File: config.mk
export PLATFORM = sky130hd
export DESIGN_NAME = cps_core_regs
export DESIGN_NICKNAME = d
export VERILOG_FILES = /design/src/verilog/cps_pkg.sv /design/src/verilog/cps_core_regs.sv
export VERILOG_INCLUDE_DIRS = /design/src /design/src/verilog
export SDC_FILE = /design/constraint.sdc
export NUM_CORES = 1
export LEC_CHECK = 0
export BUFFER_PORTS_ARGS = -buffer_cell sky130_fd_sc_hd__clkbuf_2
export CORE_MARGIN = 3
export CORE_UTILIZATION = 30
export CTS_BUF_LIST = sky130_fd_sc_hd__clkbuf_4
export CTS_CLUSTER_DIAMETER = 80
export CTS_CLUSTER_SIZE = 40
export DETAILED_ROUTE_END_ITERATION = 10
export GPL_TIMING_DRIVEN = 0
export SLEW_MARGIN = 5
export SYNTH_ARGS = -nofsm -noshare
export SYNTH_HDL_FRONTEND = slang
export SYNTH_SLANG_ARGS = --single-unit
File: constraint.sdc
create_clock -name CLK_IN -period 3.8 [get_ports CLK_IN]
set_input_delay 0.57 -clock CLK_IN [delete_from_list [all_inputs] [get_ports CLK_IN]]
set_output_delay 0.57 -clock CLK_IN [all_outputs]
set_load 0.02 [all_outputs]
File: src/verilog/cps_regs_map.svh
`ifndef CPS_REGS_MAP_SVH
`define CPS_REGS_MAP_SVH

// ------------------------------------------------
// register indices, byte address is index times four
// ------------------------------------------------
`define CPS_IDX_BANK      8'h04
`define CPS_IDX_PC_LOW    8'h06
`define CPS_IDX_TBL_LO    8'h07
`define CPS_IDX_TBL_LATCH 8'h08
`define CPS_IDX_TBL_HI    8'h09
`define CPS_IDX_STATUS    8'h0A
`define CPS_IDX_IRQ_STAT  8'h10
`define CPS_IDX_IRQ_EN    8'h11
`define CPS_IDX_IRQ_CLR   8'h12
`define CPS_IDX_FIELD     9:2

// ------------------------------------------------
// status bit positions and masks
// ------------------------------------------------
`define CPS_ST_C          0
`define CPS_ST_HALF       1
`define CPS_ST_Z          2
`define CPS_ST_WRAP       3
`define CPS_ST_SLEEP      4
`define CPS_ST_TO         5
`define CPS_ST_ARITH      3:0
`define CPS_ST_SYS        5:4
`define CPS_ST_WR_MASK    8'h0F
`define CPS_ST_IMPL_MASK  8'h3F
`define CPS_BANK_MASK     8'h01

// ------------------------------------------------
// interrupt event bits
// ------------------------------------------------
`define CPS_EV_WDT        0
`define CPS_EV_HALT       1
`define CPS_EV_TBL        2
`define CPS_EV_JUMP       3
`define CPS_EV_W          4

// ------------------------------------------------
// widths and reset values
// ------------------------------------------------
`define CPS_PAGE_W        3
`define CPS_PWORD_W       16
`define CPS_RST_BYTE      8'h00
`define CPS_RST_EV        4'h0
`define CPS_AHB_OKAY      1'b0

`endif

File: src/verilog/cps_pkg.sv
package cps_pkg;

	typedef enum logic [2:0]
	{
		CPS_OP_ADD = 3'h0,
		CPS_OP_SUB = 3'h1,
		CPS_OP_AND = 3'h2,
		CPS_OP_OR  = 3'h3,
		CPS_OP_XOR = 3'h4,
		CPS_OP_RLC = 3'h5,
		CPS_OP_RRC = 3'h6
	} cps_op_t;

	typedef enum logic [0:0]
	{
		CPS_BUS_IDLE = 1'h0,
		CPS_BUS_RD   = 1'h1
	} cps_bus_st_t;

	typedef struct packed
	{
		logic [7:0] res;
		logic [3:0] flags;
	} cps_alu_t;

endpackage : cps_pkg

File: src/verilog/cps_core_regs.sv
`timescale 1ns/1ns
`include "cps_regs_map.svh"

module cps_core_regs
(
	input  wire logic                      CLK_IN,
	input  wire logic                      RST_N_IN,
	input  wire logic                      HSEL_IN,
	input  wire logic [31:0]               HADDR_IN,
	input  wire logic [1:0]                HTRANS_IN,
	input  wire logic                      HWRITE_IN,
	input  wire logic [2:0]                HSIZE_IN,
	input  wire logic [31:0]               HWDATA_IN,
	input  wire logic                      HREADY_IN,
	output logic      [31:0]               HRDATA_OUT,
	output logic                           HREADYOUT_OUT,
	output logic                           HRESP_OUT,
	input  wire logic                      ALU_VALID_IN,
	input  wire logic [2:0]                ALU_OP_IN,
	input  wire logic [7:0]                ALU_A_IN,
	input  wire logic [7:0]                ALU_B_IN,
	output logic      [7:0]                ALU_RESULT_OUT,
	input  wire logic                      HALT_IN,
	input  wire logic                      WDOG_CLEAR_IN,
	input  wire logic                      WDT_TIMEOUT_IN,
	input  wire logic                      SYS_RESET_IN,
	input  wire logic                      RESET_BY_WDT_IN,
	input  wire logic [7:0]                PC_LOW_IN,
	input  wire logic [`CPS_PAGE_W-1:0]    PC_PAGE_IN,
	output logic                           JUMP_OUT,
	output logic      [`CPS_PAGE_W-1:0]    JUMP_PAGE_OUT,
	output logic      [7:0]                JUMP_LOW_OUT,
	output logic                           DUMMY_CYCLE_OUT,
	input  wire logic                      TBL_RD_IN,
	output logic      [15:0]               PMEM_ADDR_OUT,
	input  wire logic [`CPS_PWORD_W-1:0]   PMEM_DATA_IN,
	output logic      [7:0]                TBL_LOW_OUT,
	output logic                           TBL_LOW_VALID_OUT,
	output logic                           DATA_BANK_OUT,
	output logic      [7:0]                STATUS_OUT,
	output logic                           IRQ_OUT
);

	// ------------------------------------------------
	// flag arithmetic
	// ------------------------------------------------
	function automatic cps_pkg::cps_alu_t alu_calc
	(
		input logic [2:0] op,
		input logic [7:0] a,
		input logic [7:0] b,
		input logic [3:0] fl
	);
		cps_pkg::cps_alu_t r;
		logic [7:0]        bb;
		logic [8:0]        s;
		logic [4:0]        n;
		logic [7:0]        s7;
		logic              ci;
		r  = '{res: 8'h00, flags: fl};
		ci = (op == cps_pkg::CPS_OP_SUB);
		bb = ci ? ~b : b;
		s  = {1'b0, a} + {1'b0, bb} + {8'h00, ci};
		n  = {1'b0, a[3:0]} + {1'b0, bb[3:0]} + {4'h0, ci};
		s7 = {1'b0, a[6:0]} + {1'b0, bb[6:0]} + {7'h00, ci};
		case (op)
			cps_pkg::CPS_OP_ADD, cps_pkg::CPS_OP_SUB:
			begin
				r.res                  = s[7:0];
				r.flags[`CPS_ST_C]     = s[8];
				r.flags[`CPS_ST_HALF]  = n[4];
				r.flags[`CPS_ST_WRAP]  = s7[7] ^ s[8];
				r.flags[`CPS_ST_Z]     = (s[7:0] == 8'h00);
			end
			cps_pkg::CPS_OP_AND, cps_pkg::CPS_OP_OR, cps_pkg::CPS_OP_XOR:
			begin
				r.res = (op == cps_pkg::CPS_OP_AND) ? (a & b) :
					(op == cps_pkg::CPS_OP_OR) ? (a | b) : (a ^ b);
				r.flags[`CPS_ST_Z] = (r.res == 8'h00);
			end
			cps_pkg::CPS_OP_RLC:
			begin
				r.res              = {a[6:0], fl[`CPS_ST_C]};
				r.flags[`CPS_ST_C] = a[7];
			end
			cps_pkg::CPS_OP_RRC:
			begin
				r.res              = {fl[`CPS_ST_C], a[7:1]};
				r.flags[`CPS_ST_C] = a[0];
			end
			default:
			begin
				r.res = a;
			end
		endcase
		return r;
	endfunction : alu_calc

	function automatic logic idx_hit(input logic [7:0] idx, input logic [7:0] want);
		return idx == want;
	endfunction : idx_hit

	// ------------------------------------------------
	// bus slave state
	// ------------------------------------------------
	cps_pkg::cps_bus_st_t bus_st_r, bus_st_nxt;
	logic [7:0]           rd_idx_r, rd_idx_nxt;
	logic [7:0]           wr_idx_r, wr_idx_nxt;
	logic                 wr_pend_r, wr_pend_nxt;
	logic [31:0]          hrdata_r, hrdata_nxt;
	logic                 hready_r, hready_nxt;
	logic                 take;

	// ------------------------------------------------
	// core register state
	// ------------------------------------------------
	logic [7:0]              bank_r, bank_nxt;
	logic [7:0]              status_r, status_nxt;
	logic [7:0]              pc_low_r, pc_low_nxt;
	logic [7:0]              tbl_lo_r, tbl_lo_nxt;
	logic [7:0]              tbl_hi_r, tbl_hi_nxt;
	logic [7:0]              tbl_latch_r, tbl_latch_nxt;
	logic [7:0]              tbl_out_r, tbl_out_nxt;
	logic                    tbl_vld_r, tbl_vld_nxt;
	logic [7:0]              alu_res_r, alu_res_nxt;
	logic                    jump_r, jump_nxt;
	logic [`CPS_PAGE_W-1:0]  jpage_r, jpage_nxt;
	logic                    dummy_r, dummy_nxt;
	logic [`CPS_EV_W-1:0]    irq_st_r, irq_st_nxt;
	logic [`CPS_EV_W-1:0]    irq_en_r, irq_en_nxt;
	logic                    irq_r, irq_nxt;
	logic [`CPS_EV_W-1:0]    ev;
	cps_pkg::cps_alu_t       alu;
	logic [7:0]              wd;

	// ------------------------------------------------
	// bus next state
	// ------------------------------------------------
	always_comb
	begin
		take        = HSEL_IN && HTRANS_IN[1] && HREADY_IN;
		bus_st_nxt  = bus_st_r;
		rd_idx_nxt  = rd_idx_r;
		wr_idx_nxt  = wr_idx_r;
		wr_pend_nxt = 1'b0;
		hrdata_nxt  = hrdata_r;
		hready_nxt  = 1'b1;
		case (bus_st_r)
			cps_pkg::CPS_BUS_IDLE:
			begin
				if (take && HWRITE_IN)
				begin
					wr_pend_nxt = 1'b1;
					wr_idx_nxt  = HADDR_IN[`CPS_IDX_FIELD];
				end
				else if (take)
				begin
					rd_idx_nxt = HADDR_IN[`CPS_IDX_FIELD];
					hready_nxt = 1'b0;
					bus_st_nxt = cps_pkg::CPS_BUS_RD;
				end
			end
			cps_pkg::CPS_BUS_RD:
			begin
				// reads sample after any preceding write landed
				hrdata_nxt = 32'h0000_0000;
				case (rd_idx_r)
					`CPS_IDX_BANK:      hrdata_nxt[7:0] = bank_r & `CPS_BANK_MASK;
					`CPS_IDX_PC_LOW:    hrdata_nxt[7:0] = pc_low_r;
					`CPS_IDX_TBL_LO:    hrdata_nxt[7:0] = tbl_lo_r;
					`CPS_IDX_TBL_HI:    hrdata_nxt[7:0] = tbl_hi_r;
					`CPS_IDX_TBL_LATCH: hrdata_nxt[7:0] = tbl_latch_r;
					`CPS_IDX_STATUS:    hrdata_nxt[7:0] = status_r & `CPS_ST_IMPL_MASK;
					`CPS_IDX_IRQ_STAT:  hrdata_nxt[`CPS_EV_W-1:0] = irq_st_r;
					`CPS_IDX_IRQ_EN:    hrdata_nxt[`CPS_EV_W-1:0] = irq_en_r;
					default:            hrdata_nxt = 32'h0000_0000;
				endcase
				bus_st_nxt = cps_pkg::CPS_BUS_IDLE;
			end
			default:
			begin
				bus_st_nxt = cps_pkg::CPS_BUS_IDLE;
			end
		endcase
	end

	always_ff @(posedge CLK_IN or negedge RST_N_IN)
	begin
		if (!RST_N_IN)
		begin
			bus_st_r  <= cps_pkg::CPS_BUS_IDLE;
			rd_idx_r  <= `CPS_RST_BYTE;
			wr_idx_r  <= `CPS_RST_BYTE;
			wr_pend_r <= 1'b0;
			hrdata_r  <= 32'h0000_0000;
			hready_r  <= 1'b1;
		end
		else
		begin
			bus_st_r  <= bus_st_nxt;
			rd_idx_r  <= rd_idx_nxt;
			wr_idx_r  <= wr_idx_nxt;
			wr_pend_r <= wr_pend_nxt;
			hrdata_r  <= hrdata_nxt;
			hready_r  <= hready_nxt;
		end
	end

	// ------------------------------------------------
	// core register next state
	// ------------------------------------------------
	always_comb
	begin
		wd            = HWDATA_IN[7:0];
		alu           = alu_calc(ALU_OP_IN, ALU_A_IN, ALU_B_IN, status_r[`CPS_ST_ARITH]);
		bank_nxt      = bank_r;
		status_nxt    = status_r;
		pc_low_nxt    = PC_LOW_IN;
		tbl_lo_nxt    = tbl_lo_r;
		tbl_hi_nxt    = tbl_hi_r;
		tbl_latch_nxt = tbl_latch_r;
		tbl_out_nxt   = tbl_out_r;
		tbl_vld_nxt   = 1'b0;
		alu_res_nxt   = alu_res_r;
		jump_nxt      = 1'b0;
		jpage_nxt     = jpage_r;
		dummy_nxt     = jump_r;
		irq_en_nxt    = irq_en_r;
		ev            = `CPS_RST_EV;
		if (wr_pend_r)
		begin
			if (idx_hit(wr_idx_r, `CPS_IDX_BANK))
				bank_nxt = wd & `CPS_BANK_MASK;
			if (idx_hit(wr_idx_r, `CPS_IDX_PC_LOW))
			begin
				pc_low_nxt = wd;
				jump_nxt  = 1'b1;
				jpage_nxt = PC_PAGE_IN;
			end
			if (idx_hit(wr_idx_r, `CPS_IDX_TBL_LO))
				tbl_lo_nxt = wd;
			if (idx_hit(wr_idx_r, `CPS_IDX_TBL_HI))
				tbl_hi_nxt = wd;
			if (idx_hit(wr_idx_r, `CPS_IDX_TBL_LATCH))
				tbl_latch_nxt = wd;
			if (idx_hit(wr_idx_r, `CPS_IDX_STATUS))
				status_nxt = (status_r & ~`CPS_ST_WR_MASK) | (wd & `CPS_ST_WR_MASK);
			if (idx_hit(wr_idx_r, `CPS_IDX_IRQ_EN))
				irq_en_nxt = wd[`CPS_EV_W-1:0];
		end
		// status is never stacked; calls leave it untouched
		if (ALU_VALID_IN)
		begin
			status_nxt[`CPS_ST_ARITH] = alu.flags;
			alu_res_nxt     = alu.res;
		end
		if (WDOG_CLEAR_IN)
		begin
			status_nxt[`CPS_ST_SLEEP] = 1'b0;
			status_nxt[`CPS_ST_TO]    = 1'b0;
		end
		else if (HALT_IN)
		begin
			status_nxt[`CPS_ST_SLEEP] = 1'b1;
			status_nxt[`CPS_ST_TO]    = 1'b0;
		end
		if (WDT_TIMEOUT_IN)
			status_nxt[`CPS_ST_TO] = 1'b1;
		if (SYS_RESET_IN && !(RESET_BY_WDT_IN && status_r[`CPS_ST_SLEEP]))
			bank_nxt = `CPS_RST_BYTE;
		if (TBL_RD_IN)
		begin
			tbl_latch_nxt = PMEM_DATA_IN[15:8];
			tbl_out_nxt   = PMEM_DATA_IN[7:0];
			tbl_vld_nxt   = 1'b1;
		end
		ev[`CPS_EV_WDT]  = WDT_TIMEOUT_IN;
		ev[`CPS_EV_HALT] = HALT_IN;
		ev[`CPS_EV_TBL]  = TBL_RD_IN;
		ev[`CPS_EV_JUMP] = jump_nxt;
		irq_st_nxt = irq_st_r;
		if (wr_pend_r && idx_hit(wr_idx_r, `CPS_IDX_IRQ_CLR))
			irq_st_nxt = irq_st_r & ~wd[`CPS_EV_W-1:0];
		irq_st_nxt = irq_st_nxt | ev;
		irq_nxt    = |(irq_st_nxt & irq_en_nxt);
	end

	always_ff @(posedge CLK_IN or negedge RST_N_IN)
	begin
		if (!RST_N_IN)
		begin
			bank_r      <= `CPS_RST_BYTE;
			status_r    <= `CPS_RST_BYTE;
			pc_low_r    <= `CPS_RST_BYTE;
			tbl_lo_r    <= `CPS_RST_BYTE;
			tbl_hi_r    <= `CPS_RST_BYTE;
			tbl_latch_r <= `CPS_RST_BYTE;
			tbl_out_r   <= `CPS_RST_BYTE;
			tbl_vld_r   <= 1'b0;
			alu_res_r   <= `CPS_RST_BYTE;
			jump_r      <= 1'b0;
			jpage_r     <= '0;
			dummy_r     <= 1'b0;
			irq_st_r    <= `CPS_RST_EV;
			irq_en_r    <= `CPS_RST_EV;
			irq_r       <= 1'b0;
		end
		else
		begin
			bank_r      <= bank_nxt;
			status_r    <= status_nxt;
			pc_low_r    <= pc_low_nxt;
			tbl_lo_r    <= tbl_lo_nxt;
			tbl_hi_r    <= tbl_hi_nxt;
			tbl_latch_r <= tbl_latch_nxt;
			tbl_out_r   <= tbl_out_nxt;
			tbl_vld_r   <= tbl_vld_nxt;
			alu_res_r   <= alu_res_nxt;
			jump_r      <= jump_nxt;
			jpage_r     <= jpage_nxt;
			dummy_r     <= dummy_nxt;
			irq_st_r    <= irq_st_nxt;
			irq_en_r    <= irq_en_nxt;
			irq_r       <= irq_nxt;
		end
	end

	// ------------------------------------------------
	// outputs
	// ------------------------------------------------
	assign HRDATA_OUT        = hrdata_r;
	assign HREADYOUT_OUT     = hready_r;
	assign HRESP_OUT         = `CPS_AHB_OKAY;
	assign ALU_RESULT_OUT    = alu_res_r;
	assign JUMP_OUT          = jump_r;
	assign JUMP_PAGE_OUT     = jpage_r;
	assign JUMP_LOW_OUT      = pc_low_r;
	assign DUMMY_CYCLE_OUT   = dummy_r;
	assign PMEM_ADDR_OUT     = {tbl_hi_r, tbl_lo_r};
	assign TBL_LOW_OUT       = tbl_out_r;
	assign TBL_LOW_VALID_OUT = tbl_vld_r;
	assign DATA_BANK_OUT     = bank_r[0];
	assign STATUS_OUT        = status_r;
	assign IRQ_OUT           = irq_r;

	// ------------------------------------------------
	// checks
	// ------------------------------------------------
	AST_PC_LOW_JUMP: assert property (@(posedge CLK_IN) disable iff (!RST_N_IN)
		(wr_pend_r && wr_idx_r == `CPS_IDX_PC_LOW) |=> (JUMP_OUT && JUMP_LOW_OUT == $past(HWDATA_IN[7:0])))
		else $error("low pc write did not jump");
	AST_DUMMY: assert property (@(posedge CLK_IN) disable iff (!RST_N_IN)
		JUMP_OUT |=> DUMMY_CYCLE_OUT ##1 !DUMMY_CYCLE_OUT)
		else $error("dummy cycle missing after jump");
	AST_TBL_SPLIT: assert property (@(posedge CLK_IN) disable iff (!RST_N_IN)
		TBL_RD_IN |=> (tbl_latch_r == $past(PMEM_DATA_IN[15:8]) && TBL_LOW_OUT == $past(PMEM_DATA_IN[7:0])
		&& TBL_LOW_VALID_OUT))
		else $error("table word split wrong");
	AST_BANK_READ: assert property (@(posedge CLK_IN) disable iff (!RST_N_IN)
		(bus_st_r == cps_pkg::CPS_BUS_RD && rd_idx_r == `CPS_IDX_BANK) |=> (HRDATA_OUT == {31'h0, DATA_BANK_OUT}))
		else $error("bank read has extra bits");
	AST_STATUS_WR: assert property (@(posedge CLK_IN) disable iff (!RST_N_IN)
		(wr_pend_r && wr_idx_r == `CPS_IDX_STATUS && !HALT_IN && !WDOG_CLEAR_IN && !WDT_TIMEOUT_IN)
		|=> $stable(STATUS_OUT[`CPS_ST_SYS]))
		else $error("status write changed system flags");
	AST_HALT: assert property (@(posedge CLK_IN) disable iff (!RST_N_IN)
		(HALT_IN && !WDOG_CLEAR_IN && !WDT_TIMEOUT_IN) |=> (STATUS_OUT[`CPS_ST_SYS] == 2'h1))
		else $error("halt flags wrong");
	AST_WDOG_CLEAR: assert property (@(posedge CLK_IN) disable iff (!RST_N_IN)
		(WDOG_CLEAR_IN && !WDT_TIMEOUT_IN) |=> (STATUS_OUT[`CPS_ST_SYS] == 2'h0))
		else $error("watchdog clear left flags set");
	AST_TIMEOUT: assert property (@(posedge CLK_IN) disable iff (!RST_N_IN)
		WDT_TIMEOUT_IN |=> STATUS_OUT[`CPS_ST_TO])
		else $error("timeout not flagged");
	AST_ADD_CARRY: assert property (@(posedge CLK_IN) disable iff (!RST_N_IN)
		(ALU_VALID_IN && ALU_OP_IN == cps_pkg::CPS_OP_ADD)
		|=> (STATUS_OUT[`CPS_ST_C] == ((9'($past(ALU_A_IN)) + 9'($past(ALU_B_IN))) > 9'h0FF)))
		else $error("add carry wrong");
	AST_ZERO: assert property (@(posedge CLK_IN) disable iff (!RST_N_IN)
		(ALU_VALID_IN && ALU_OP_IN == cps_pkg::CPS_OP_XOR)
		|=> (STATUS_OUT[`CPS_ST_Z] == ($past(ALU_A_IN) == $past(ALU_B_IN))))
		else $error("zero flag wrong");
	AST_RLC: assert property (@(posedge CLK_IN) disable iff (!RST_N_IN)
		(ALU_VALID_IN && ALU_OP_IN == cps_pkg::CPS_OP_RLC)
		|=> (STATUS_OUT[`CPS_ST_C] == $past(ALU_A_IN[7]) && ALU_RESULT_OUT[0] == $past(STATUS_OUT[`CPS_ST_C])))
		else $error("rotate through carry wrong");
	AST_STATUS_TOP: assert property (@(posedge CLK_IN) disable iff (!RST_N_IN)
		(bus_st_r == cps_pkg::CPS_BUS_RD && rd_idx_r == `CPS_IDX_STATUS) |=> (HRDATA_OUT[7:6] == 2'h0))
		else $error("status top bits not zero");
	AST_BANK_RST: assert property (@(posedge CLK_IN) disable iff (!RST_N_IN)
		(SYS_RESET_IN && !RESET_BY_WDT_IN) |=> !DATA_BANK_OUT)
		else $error("bank not reset");
	AST_IRQ: assert property (@(posedge CLK_IN) disable iff (!RST_N_IN)
		(|(irq_st_r & irq_en_r) && !wr_pend_r) |=> IRQ_OUT)
		else $error("interrupt level mismatch");

endmodule : cps_core_regs

==> results.py <==
metrics = {
    "placed_design": {
        "gp_congestion": 0.927,
        "dp_hpwl_um": 12600,
        "placed_cells": 1019,
        "port-buffer-count": 136,
    },
    "logic_synthesis": {
        "synth-edff-count": 0,
        "synth_seq_area_share": 0.419,
        "synth_adder_area_share": 0.0575,
        "async_flop_share": 1.00,
        "synth_top_area_cell": "dfrtp_1",
        "synth_top_family_by_area": "compound AO/OA/AOI/OAI gates",
        "synth_xor_xnor_area_share": 0.0227,
        "syn_area_per_cell_um2": 9.70,
        "synth_ff_type": "dfrtp_1",
        "synthSimpleGateAreaFrac": 0.133,
        "ys_ff_latch": 97,
        "synthCells": 597,
        "muxShareOfSynthArea": 0.126,
        "synth_cell_types": 63,
        "synth_area_um2": 5790,
        "ys_warn_count": 0,
        "synth_compound_area_frac": 0.164,
        "synth_top_area_share": 0.415,
        "synth.area.top_cells": "dfrtp_1 (41%), mux2_2 (7.0%), ha_1 (5.4%), nand2_1 (4.5%), o21ai_0 (4.1%)",
    },
    "cts": {
        "cts.path.max_buffers": 2,
        "clock-root-buffer": "clkbuf_4",
        "cts_tree": "built",
        "ctsHtreeMaxLevel": 3,
        "holdBufCountCts": 0,
        "worstSkewPairLatency_ns": 0.47,
        "cts_buffers": 9,
        "cts.sink_count": 97,
        "post-cts-setup-buffers": 0,
        "clk_pin_slew_ns": 0.14,
        "ctsResizeCount": 0,
    },
    "floorplan": {
        "pin_count": 217,
        "die_area_um2": 21000,
        "die_y_um": 145,
        "fp.dieW_um": 145,
        "rows": 50,
        "start_util": 0.308,
        "core_um2": 18800,
    },
    "final_layout": {
        "layout.cells.non_filler": 1035,
        "drive_gt1_frac": 0.301,
        "layout_commonest_cell": "clkbuf_2",
        "seqCellArea_um2": 2430,
        "nNetsFinal": 923,
        "final_cell_mix": "clkbuf_2 (135), dfrtp_1 (96), nand2_1 (70)",
        "antenna_cells": 0,
        "area_growth_pct": 21.0,
        "fillCellCount": 1939,
        "multiInputGateArea_um2": 3010,
    },
    "sta": {
        "final.min_clock_period_ns": 3.56,
        "setup_viol": 0,
        "skew_ns": 0.0173,
        "finalHoldViolations": 0,
        "slew_violations": 0,
        "max_freq_ghz": 0.281,
        "relSlewSlack": 0.366,
        "worst_pin_slew_ns": 0.946,
        "fin_setup_tns_ns": 0,
        "timing.final.crit_share": 0.937,
        "rsz0062_at_grt": "no",
    },
    "power": {
        "powerDensity_nw_per_um2": 347,
        "p_leak_nw": 3.38,
        "irDropWorstVdd_mv": 0.329,
    },
    "critical_path": {
        "crit_start": "ALU_OP_IN[0]",
        "r2r_cells": 6,
        "r2r_slack_ns": 1.38,
        "crit_required_ns": 4.16,
        "crit_path_end_kind": "flop",
        "path_max_fanout": 10,
        "critPathCapture": "STATUS_OUT[2]",
        "crit_type": "in -> reg",
        "worstPathArrival_ns": 3.92,
        "reg2reg_from": "rd_idx_r[7]",
        "cp-start-kind": "input port",
        "r2r-end": "HRDATA_OUT[2]",
    },
    "drt": {
        "drt_iter0_markers": 250,
        "wire_per_inst_um": 16.0,
        "num_vias": 4903,
        "dr.pass1.iters": 5,
        "viasPerCell": 4.74,
        "totalWireLength_um": 16500,
        "drcViolationCount": 0,
        "drt.antenna.violating_nets": 0,
    },
    "grt": {
        "grt.total_usage": 0.158,
        "top_usage_layer": "met2",
        "grt_overflow_total": 0,
        "met3_usage": 0.0403,
        "grt_pass1_wl_um": 26800,
        "grtUsageMet2": 0.251,
        "grt_max_degree": 98,
        "grt_pass1_vias": 4992,
        "met1_usage": 0.212,
        "antenna_found_initial": 0,
    },
    "run": {
        "maxCapViolCount": 0,
    },
    "worst_hold_path": {
        "hp-class": "in -> async",
    },
    "run_status": {
        "status": "finished, final reports clean",
    },
}
==> metrics by stage <==
step | power (mW) | setup slack [ns] | hold WS, ns | util | instance area (um^2)
finish | 2.43 | 0.238 | 0.170 | 0.372 | 7010
global route | 2.60 | 0.0771 | 0.171 | 0.372 | 7010
CTS | 2.46 | 0.332 | 0.167 | 0.372 | 7010
detailed placement | 1.97 | -0.199 | 0.365 | 0.367 | 6900
global placement | 1.96 | -0.189 | 0.362 | 0.366 | 6900
floorplan | 1.70 | 0.436 | 0.274 | - | 5890
==> report_power, final <==
group          switching, mW  internal [mW]  total [mW]
Sequential            0.0821           1.13        1.21
Clock                  0.357          0.127       0.484
Combinational          0.442          0.289       0.731
==> sequential cells by signal, indices dropped and copies added (netlist names) <==
register and flops:
TBL_LOW_OUT 8, DUMMY_CYCLE_OUT 1, JUMP_LOW_OUT 8, ALU_RESULT_OUT 8, rd_idx_r 8, irq_en_r 4
tbl_hi_r 8, wr_idx_r 8, TBL_LOW_VALID_OUT 1, HREADYOUT_OUT 1, JUMP_OUT 1, HRDATA_OUT 8
bus_st_r 1, bank_r 1, STATUS_OUT 6, wr_pend_r 1, JUMP_PAGE_OUT 3, irq_st_r 4
IRQ_OUT 1, tbl_latch_r 8, tbl_lo_r 8
==> how the worst min path moves through the flow <==
stage,depth (start not counted),slack [ns],end
after detailed placement,0,0.37,DUMMY_CYCLE_OUT
after global routing,1,0.17,DUMMY_CYCLE_OUT
after floorplan,0,0.27,ALU_RESULT_OUT[0]
after global placement,0,0.36,DUMMY_CYCLE_OUT
after CTS,1,0.17,tbl_latch_r[1]
final,1,0.17,DUMMY_CYCLE_OUT
==> worst max-delay path, cell delays in order <==
cell and delay [ns]:
clkbuf_2 0.17, clkbuf_1 0.34, inv_1 0.25, nor2_2 0.50, xnor2_1 0.24, ha_1 0.30, a31o_2 0.23, a221oi_1 0.50
o211ai_1 0.26, and3_1 0.26, o2111ai_1 0.21, o21ai_1 0.10
==> layout make-up <==
type / instances / area share
Buffer: 54 / 0.0444
Clock buffer: 9 / 0.00964
Clock inverter: 7 / 0.00536
Inverter: 37 / 0.0198
Multi-Input combinational cell: 435 / 0.429
Sequential cell: 97 / 0.346
Tap cell: 260 / 0.0464
Timing Repair Buffer: 136 / 0.0984
==> per-layer routing <==
metal  vias to the layer above  share of wire  wire (um)
li1                       2413              -          -
met1                      2320           0.46       7540
met3                        25          0.060        998
met4                         0          0.026        430
met5                         -              0          0
met2                       145           0.46       7560
==> kinds of logic after synthesis <==
kind of cell / after synthesis
AND/OR/NAND/NOR: 151
AO/OA/AOI/OAI: 149
flip-flops: 97
buffers and inverters: 91
multiplexers: 67
adder cells (fa/ha/maj): 26
XOR/XNOR: 15
other: 1
==> synth_stat cells, drive strengths merged, types with 2 or more instances <==
library cell / count
nor4: 2
a21o: 5
nor4b: 6
nand3b: 2
nor2b: 3
o211ai: 12
nor2: 30
mux2i: 22
inv: 36
nand2b: 9
and4b: 3
or4b: 2
dfrtp: 96
o221ai: 3
nand3: 5
or3: 3
nor3: 9
xor2: 5
buf: 32
nand2: 70
o22ai: 12
clkbuf: 22
a32oi: 2
a21oi: 30
o21a: 6
a211oi: 5
a22oi: 6
ha: 25
xnor2: 10
mux2: 45
o21ba: 2
and2: 2
and3: 2
o32a: 5
a221oi: 2
o21ai: 49
No activity file was read; power rests on OpenSTA's default activity.
